$ cat config.mk
export PLATFORM = sky130hd
export DESIGN_NAME = comparator_event_control
export DESIGN_NICKNAME = d
export VERILOG_FILES = /design/src/cmp_event_pkg.sv /design/src/comparator_event_control.sv
export SDC_FILE = /design/constraint.sdc
export NUM_CORES = 1
export LEC_CHECK = 0
export BUFFER_PORTS_ARGS = -buffer_cell sky130_fd_sc_hd__buf_2
export CAP_MARGIN = 10
export CORE_MARGIN = 8
export CORE_UTILIZATION = 47
export CTS_CLUSTER_SIZE = 8
export DETAILED_ROUTE_END_ITERATION = 10
export GPL_TIMING_DRIVEN = 0
export PLACE_DENSITY = 0.77
export SYNTH_ARGS = -nofsm -noshare
export SYNTH_HDL_FRONTEND = slang
export SYNTH_SLANG_ARGS = --single-unit
$ cat constraint.sdc
create_clock -name mclk -period 3.95 [get_ports mclk]
set_input_delay 0.395 -clock mclk [delete_from_list [all_inputs] [get_ports mclk]]
set_output_delay 0.395 -clock mclk [all_outputs]
set_load 0.01 [all_outputs]
$ cat src/cmp_event_pkg.sv
// constants and carriers for the comparator event control block
// assumes a single clock domain and an 8-bit register port
package cmp_event_pkg;

  // register map
  localparam logic [3:0] ADDR_CTRL_STATUS = 4'h0;
  localparam logic [3:0] ADDR_IRQ_STATUS = 4'h1;
  localparam logic [3:0] ADDR_IRQ_MASK = 4'h2;

  // control/status field positions
  localparam int BIT_POWER_OFF = 7;
  localparam int BIT_REF_SELECT = 6;
  localparam int BIT_RESULT = 5;
  localparam int BIT_EVENT_FLAG = 4;
  localparam int BIT_IRQ_ENABLE = 3;
  localparam int BIT_CAPTURE_ROUTE = 2;
  localparam int BIT_MODE_HI = 1;
  localparam int BIT_MODE_LO = 0;

  // interrupt status/mask bit positions
  localparam int IRQ_BIT_EVENT = 0;
  localparam int IRQ_BIT_RISE = 1;
  localparam int IRQ_BIT_FALL = 2;
  localparam int IRQ_WIDTH = 3;

  // reset values
  localparam logic [7:0] CTRL_RESET = 8'h00;
  localparam logic [2:0] IRQ_RESET = 3'h0;

  // event mode encodings
  localparam logic [1:0] MODE_TOGGLE = 2'h0;
  localparam logic [1:0] MODE_RESERVED = 2'h1;
  localparam logic [1:0] MODE_FALL = 2'h2;
  localparam logic [1:0] MODE_RISE = 2'h3;

  // register bus request
  typedef struct packed {
    logic [3:0] addr;
    logic [7:0] wdata;
    logic wr;
    logic rd;
  } reg_req_t;

  // control fields as held by software
  typedef struct packed {
    logic power_off;
    logic ref_select;
    logic irq_enable;
    logic capture_route;
    logic [1:0] mode;
  } ctrl_t;

endpackage

$ cat src/comparator_event_control.sv
// comparator event control: sync, edge detect, flag, irq, capture route
// assumes an analog core outside that compares the two selected inputs
// Function
// - result high when positive exceeds negative
// - result synchronised, lags one to two cycles
// - power-off bit seven shuts comparator down
// - reference select picks bandgap or pin
// - matching event sets flag bit four
// - irq needs flag, enable, global enable; block irq output needs only a status bit and its mask bit
// - flag clears on interrupt vector entry
// - writing one clears flag, zero keeps
// - capture-route bit connects result to timer
// - mode field selects toggle, fall, rise
//
// Design decisions made here: the plain strobed port and the address map.
`timescale 1ns/10ps
module comparator_event_control
  import cmp_event_pkg::*;
(
  // clock and reset
  input wire logic mclk,
  input wire logic rst,
  // register port
  input wire reg_req_t req,
  output logic [7:0] rdata,
  // analog core
  input wire logic cmp_raw,
  output logic cmp_power_off,
  output logic cmp_ref_select,
  // cpu interrupt interface
  input wire logic cpu_global_irq_enable,
  input wire logic cmp_vector_ack,
  output logic cmp_irq_req,
  // timer capture front end
  output logic cmp_capture_out,
  // block interrupt
  output logic irq
);

  ////////////////////////////////////////////////////////////////////////
  // synchroniser and edge detection

  logic sync1_r, sync2_r, prev_r;
  logic sync1_nxt, sync2_nxt, prev_nxt;
  logic rise, fall, toggle;

  always_comb
  begin
    sync1_nxt = cmp_raw;
    sync2_nxt = sync1_r;
    prev_nxt = sync2_r;
  end

  always_ff @(posedge mclk)
  begin
    if (rst)
    begin
      sync1_r <= 1'b0;
      sync2_r <= 1'b0;
      prev_r <= 1'b0;
    end
    else
    begin
      sync1_r <= sync1_nxt;
      sync2_r <= sync2_nxt;
      prev_r <= prev_nxt;
    end
  end

  assign rise = sync2_r & ~prev_r;
  assign fall = ~sync2_r & prev_r;
  assign toggle = sync2_r ^ prev_r;

  ////////////////////////////////////////////////////////////////////////
  // readable comparator result

  logic cmp_result;

  assign cmp_result = sync2_r;

  ////////////////////////////////////////////////////////////////////////
  // control register and event flag

  ctrl_t ctrl_r, ctrl_nxt;
  logic flag_r, flag_nxt;
  logic mode_hit;
  logic wr_ctrl;

  assign wr_ctrl = req.wr && req.addr == ADDR_CTRL_STATUS;

  always_comb
  begin
    unique case (ctrl_r.mode)
      MODE_TOGGLE: mode_hit = toggle;
      MODE_FALL: mode_hit = fall;
      MODE_RISE: mode_hit = rise;
      MODE_RESERVED: mode_hit = 1'b0;
    endcase
  end

  always_comb
  begin
    ctrl_nxt = ctrl_r;
    flag_nxt = flag_r;
    if (wr_ctrl)
    begin
      ctrl_nxt.power_off = req.wdata[BIT_POWER_OFF];
      ctrl_nxt.ref_select = req.wdata[BIT_REF_SELECT];
      ctrl_nxt.irq_enable = req.wdata[BIT_IRQ_ENABLE];
      ctrl_nxt.capture_route = req.wdata[BIT_CAPTURE_ROUTE];
      ctrl_nxt.mode = req.wdata[BIT_MODE_HI:BIT_MODE_LO];
      if (req.wdata[BIT_EVENT_FLAG])
        flag_nxt = 1'b0;
    end
    if (cmp_vector_ack)
      flag_nxt = 1'b0;
    // matching event sets flag, wins over clear
    if (mode_hit)
      flag_nxt = 1'b1;
  end

  always_ff @(posedge mclk)
  begin
    if (rst)
    begin
      ctrl_r <= ctrl_t'({CTRL_RESET[BIT_POWER_OFF],
        CTRL_RESET[BIT_REF_SELECT], CTRL_RESET[BIT_IRQ_ENABLE],
        CTRL_RESET[BIT_CAPTURE_ROUTE],
        CTRL_RESET[BIT_MODE_HI:BIT_MODE_LO]});
      flag_r <= CTRL_RESET[BIT_EVENT_FLAG];
    end
    else
    begin
      ctrl_r <= ctrl_nxt;
      flag_r <= flag_nxt;
    end
  end

  ////////////////////////////////////////////////////////////////////////
  // block interrupt status and mask

  logic [IRQ_WIDTH-1:0] ist_r, ist_nxt, imask_r, imask_nxt;
  logic [IRQ_WIDTH-1:0] ev;
  logic rd_ist;

  assign ev[IRQ_BIT_EVENT] = mode_hit;
  assign ev[IRQ_BIT_RISE] = rise;
  assign ev[IRQ_BIT_FALL] = fall;
  assign rd_ist = req.rd && req.addr == ADDR_IRQ_STATUS;

  always_comb
  begin
    imask_nxt = imask_r;
    if (req.wr && req.addr == ADDR_IRQ_MASK)
      imask_nxt = req.wdata[IRQ_WIDTH-1:0];
    // read clears, new events set in the same cycle
    ist_nxt = (rd_ist ? IRQ_RESET : ist_r) | ev;
  end

  always_ff @(posedge mclk)
  begin
    if (rst)
    begin
      ist_r <= IRQ_RESET;
      imask_r <= IRQ_RESET;
    end
    else
    begin
      ist_r <= ist_nxt;
      imask_r <= imask_nxt;
    end
  end

  assign irq = |(ist_r & imask_r);

  ////////////////////////////////////////////////////////////////////////
  // read data

  logic [7:0] rdata_r, rdata_nxt;

  always_comb
  begin
    rdata_nxt = 8'h00;
    if (req.rd)
    begin
      unique case (req.addr)
        ADDR_CTRL_STATUS:
        begin
          rdata_nxt[BIT_POWER_OFF] = ctrl_r.power_off;
          rdata_nxt[BIT_REF_SELECT] = ctrl_r.ref_select;
          rdata_nxt[BIT_RESULT] = cmp_result;
          rdata_nxt[BIT_EVENT_FLAG] = flag_r;
          rdata_nxt[BIT_IRQ_ENABLE] = ctrl_r.irq_enable;
          rdata_nxt[BIT_CAPTURE_ROUTE] = ctrl_r.capture_route;
          rdata_nxt[BIT_MODE_HI:BIT_MODE_LO] = ctrl_r.mode;
        end
        ADDR_IRQ_STATUS: rdata_nxt[IRQ_WIDTH-1:0] = ist_r;
        ADDR_IRQ_MASK: rdata_nxt[IRQ_WIDTH-1:0] = imask_r;
        default: rdata_nxt = 8'h00;
      endcase
    end
  end

  always_ff @(posedge mclk)
  begin
    if (rst)
      rdata_r <= 8'h00;
    else
      rdata_r <= rdata_nxt;
  end

  assign rdata = rdata_r;

  ////////////////////////////////////////////////////////////////////////
  // outputs to core, cpu and timer

  logic irq_req_r, irq_req_nxt, cap_r, cap_nxt;

  always_comb
  begin
    irq_req_nxt = flag_nxt & ctrl_nxt.irq_enable & cpu_global_irq_enable;
    // route result to capture only when enabled
    cap_nxt = ctrl_r.capture_route & cmp_result;
  end

  always_ff @(posedge mclk)
  begin
    if (rst)
    begin
      irq_req_r <= 1'b0;
      cap_r <= 1'b0;
    end
    else
    begin
      irq_req_r <= irq_req_nxt;
      cap_r <= cap_nxt;
    end
  end

  assign cmp_power_off = ctrl_r.power_off;
  assign cmp_ref_select = ctrl_r.ref_select;
  // registered request to cpu and level to timer capture
  assign cmp_irq_req = irq_req_r;
  assign cmp_capture_out = cap_r;

endmodule

---- Word-level counts from Yosys, hierarchy flattened ----
Cells that the tools add are included.
word-level totals
  flip-flop bits (word level) ............. 26
  bits in latches ......................... 0
  memory bits (writable) .................. 0
  ROM bits ................................ 0
  bits of input ports ..................... 19
  output and inout bits ................... 13
  logic and storage cells ................. 48
  memories kept ........................... 0
operators by class
  $add $sub $neg .......................... 0
  multiply operators ...................... 0
  div/mod/pow operators ................... 0
  order comparisons ....................... 0
  equality and inequality tests ........... 5
  shifts and indexed selects .............. 0
  mux-type cells .......................... 8
  bitwise logic cells ..................... 12
  reduce and logical (&&, ||, !) cells .... 8
operators by type and width
  cell                                           count
  one-hot mux 3 bit (3 select lines)             1
  OR reduction 3 bit                             2
  bitwise AND 1 bit                              5
  == test 2 bit, second input constant           2
  == test 4 x 1 -> 1 bit, second input constant  1
  == test 4 x 2 -> 1 bit, second input constant  1
  zero test 4 bit                                1
  two-way mux 1 bit                              4
  two-way mux 4 bit                              1
  inverter 1 bit                                 4
  one-hot mux 1 bit (4 select lines)             1
  bitwise AND 3 bit                              1
  logical AND 1 bit                              3
  two-way mux 3 bit                              1
  bitwise OR 3 bit                               1
  == test 2 x 1 -> 1 bit, second input constant  1
  zero test 2 bit                                1
  OR reduction 2 bit                             1
  bitwise XOR 1 bit                              1

---- Longest topological paths before layout ----
  word-level depth ........................ 7
  depth in mapped cells ................... 6
  gate-level depth less buffers ........... 6

---- Worst setup path before layout ----
Ideal clock, no wire load.
  path kind ............................... reg-to-reg
  from .................................... register prev_r
  to ...................................... register irq_req_r (netlist: cmp_irq_req)
  library setup time ...................... 0.075 ns
  arrival time ............................ 1.409 ns
  data required time ...................... 3.875 ns
  path slack .............................. 2.466 ns
  stages on the path, launching flop included .. 7
  buffers on the path ..................... 0
  clock period less this slack ............ 1.484 ns
  cells stage by stage .................... dfxtp_1 > inv_1 > ha_1 > nor2b_1 > o31a_1 > a211o_1 > a22oi_2
on the way
  word-level cells in the longest chain between the ends .. 6
  elaborated cells between the ends (all ways) .. 8
  classes of those cells .................. mux: 2; bitwise: 6
ends and longest elaborated chain
  element                               RTL line                         text
  start: declaration                    comparator_event_control.sv:43   logic sync1_r, sync2_r, prev_r;
  start signal: assignment              comparator_event_control.sv:66   prev_r <= prev_nxt;
  inverter 1 bit                        comparator_event_control.sv:70   assign rise = sync2_r & ~prev_r;
  bitwise AND 1 bit                     comparator_event_control.sv:70
  one-hot mux 1 bit (4 select lines) *  comparator_event_control.sv:93   unique case (ctrl_r.mode)
  two-way mux 1 bit *                   comparator_event_control.sv:118  if (mode_hit)
  bitwise AND 1 bit * (2 in series)     comparator_event_control.sv:221  irq_req_nxt = flag_nxt & ctrl_nxt.irq_enable & cpu_global_irq_enable;
  end signal: assignment                comparator_event_control.sv:235  irq_req_r <= irq_req_nxt;
  end: declaration                      comparator_event_control.sv:217  logic irq_req_r, irq_req_nxt, cap_r, cap_nxt;
Every way passes the cells marked *; elsewhere a longest branch is shown, timed or not.
A chain may end at the register's enable or synchronous reset.

---- Worst setup path after layout ----
  from .................................... register ist_r[1]
  to ...................................... output irq
on the way
  word-level cells in the longest chain between the ends .. 2
ends and longest elaborated chain
  element                   RTL line                         text
  start: declaration        comparator_event_control.sv:142  logic [IRQ_WIDTH-1:0] ist_r, ist_nxt, imask_r, imask_nxt;
  start signal: assignment  comparator_event_control.sv:169  ist_r <= ist_nxt;
  bitwise AND 3 bit         comparator_event_control.sv:174  assign irq = |(ist_r & imask_r);
  OR reduction 3 bit        comparator_event_control.sv:174
  end: declaration          comparator_event_control.sv:37   output logic irq
Every way passes these cells.

==> summary.txt <==
RePlAce Congestion - 0.841
Fill cells - 184
Final setup fails - 0
Clk pin slew, worst setup/hold paths - 130 ps
Post-route minimum period - 1610 ps
Leakage - 0.588 nW
CTS tree - built
Syn avg cell area - 9.98 sq um
Rel. slew slack - 0.534
Critical path type - flip-flop to primary output
Min-delay worst type - input pin to flip-flop
Clk sink count - 26
Initial antenna violation count - 0
Worst-Skew Late Latency - 310 ps
Crit path capture type - primary output
Setup Skew - 10.2 ps
Hpwl dp - 1.66 mm
Worst setup SP type - flip-flop
# DRC - 0
Critical Path Fanout Max - 3
VDD IR max - 0.231 mV
Distinct cells, synth - 22
GR Util met2 - 0.220
Met1 Usage GRT - 0.125
Share of the yosys chip area belonging to registers - 0.521
Antenna Cells - 0
Total GRT Usage - 0.122
Largest net degree at the start of global routing - 14
First-pass GRT wire length - 3.51 mm
Die height - 62.1 microns
DIE WIDTH - 62.1 microns
Post-route antenna net violation count - 0
GR Overflow Total - 0
Drt initial violations - 5
Total power - 0.000410 W
Drt total wl - 2.13 mm
Via count - 799
Final Hold Vio Count - 0
Clock buffer depth - 2
Critical Path RT - 3560 ps
Setup Buffers After CTS - 0
Critical Path AT - 1210 ps
Slew Limit Fails - 0
Buffers on Ports - 29
Syn Inst Count - 100
Post-synthesis cell area - 998 sq um
Clock Root Buffer - clkbuf_4
Layer with the highest usage - met2
Met3 Use GR - 0.0267
Period Utilization, post-route - 0.407
Pre-antenna DRT Iters - 4
Pwr dens - 342 nW/um^2
Cts repair resizes - 0
Die footprint - 3860 sq um
Status - complete, no violations
Setup_tns - 0 ps
F_max - 621 MHz
Nets@finish - 155
Routed len/inst - 13.4 microns
Yosys Warn Count - 0
Initial Utilization - 0.504
H-Tree Depth - 1
#FFs+latches synth - 26
Core ar. - 1980 sq um
Worst slew pin tran - 693 ps
Fraction of layout cells with a size suffix above 1 - 0.265
CTS Buf Count - 3
Area growth, synth to finish - 20.2%
Synthesized Nets - 121
RSZ-0062 raised after global routing - no
Vias in the first global route - 837
Row cnt - 16
Max cap viols - 0
# IOs - 32
Hold-fix buffers, CTS - 0
Vias/cell - 5.03
==> flip-flops by register name, summed over array words and instances, names as in the netlist, 3 cells and up <==
signal and flops:
ctrl_r 4, ist_r 3, imask_r 3, rdata 8
==> final cells by class <==
cell class	count	area [sq um]	share of cell area
Sequential cell	26	520	0.434
Multi-Input combinational cell	68	448	0.373
Buffer	3	18.8	0.0156
Clock buffer	3	22.5	0.0188
Timing Repair Buffer	29	145	0.121
Inverter	3	11.3	0.00938
Tap cell	27	33.8	0.0282
==> metrics by stage <==
stage               instance area [sq um]  setup slack (ps)  instances  hold WS [ps]   util
finish                               1200              2340        159           293  0.605
global route                         1200              2240        159           275  0.605
CTS                                  1200              2330        159           285  0.605
detailed placement                   1180              2240        156           434  0.594
global placement                     1180              2280        156           419  0.594
floorplan                             998              2470        100           414      -
==> worst paths after layout <==
kind                  startpoint  depth (start not counted)                endpoint  slack (ps)
max          ist_r[1]$_SDFF_PP0_                          3                     irq        2340
min                      cmp_raw                          2      sync1_r$_SDFF_PP0_         290
max reg2reg    prev_r$_SDFF_PP0_                          6  cmp_irq_req$_SDFF_PP0_        2350
min reg2reg   sync1_r$_SDFF_PP0_                          1   cmp_result$_SDFF_PP0_         460
==> where the power goes <==
group          internal [W]  switching [W]
clock             0.0000357      0.0000710
combinational     0.0000156      0.0000176
sequential         0.000267     0.00000328
==> layer usage <==
metal | vias up | part of all wire
li1 | 405 | -
met1 | 372 | 0.43
met2 | 18 | 0.48
met3 | 4 | 0.072
met4 | 0 | 0.022
met5 | - | 0
==> synth_stat cells (all sizes together) <==
cell / number / area [sq um]
a41o: 1 / 10.0
a222oi: 1 / 10.0
nor4: 1 / 6.26
mux2i: 12 / 120
nand2: 2 / 7.51
a22oi: 1 / 12.5
nor2: 20 / 75.1
nand3: 3 / 20.0
clkbuf: 2 / 7.51
buf: 1 / 11.3
a211o: 2 / 17.5
nand4b: 2 / 17.5
inv: 3 / 11.3
nand2b: 1 / 6.26
a21oi: 7 / 35.0
and2: 6 / 37.5
dfxtp: 26 / 521
ha: 2 / 25.0
nand3b: 1 / 7.51
o31a: 1 / 8.76
nor2b: 5 / 31.3
==> critical path, stage by stage, from the launching register on <==
cell and delay [ps]:
dfxtp_1 350, a222oi_1 340, inv_1 60, buf_2 140
==> layout by cell type, fill, tap and decap left out, drive strengths merged <==
master,instances
buf,30
dfxtp,26
nor2,20
mux2i,12
a21oi,7
and2,6
nor2b,5
clkbuf,5
inv,3
nand3,3
nand4b,2
nand2,2
a211o,2
ha,2
a222oi,1
o31a,1
nand2b,1
a41o,1
nor4,1
nand3b,1
a22oi,1
==> kinds of logic after synthesis <==
group           share of synthesized area
flops                               0.521
fa+ha+maj                          0.0251
buf+inv                            0.0301
simple gates                        0.209
mux                                 0.120
compound gates                     0.0940
Note: power is estimated with default switching activity, not from simulation.
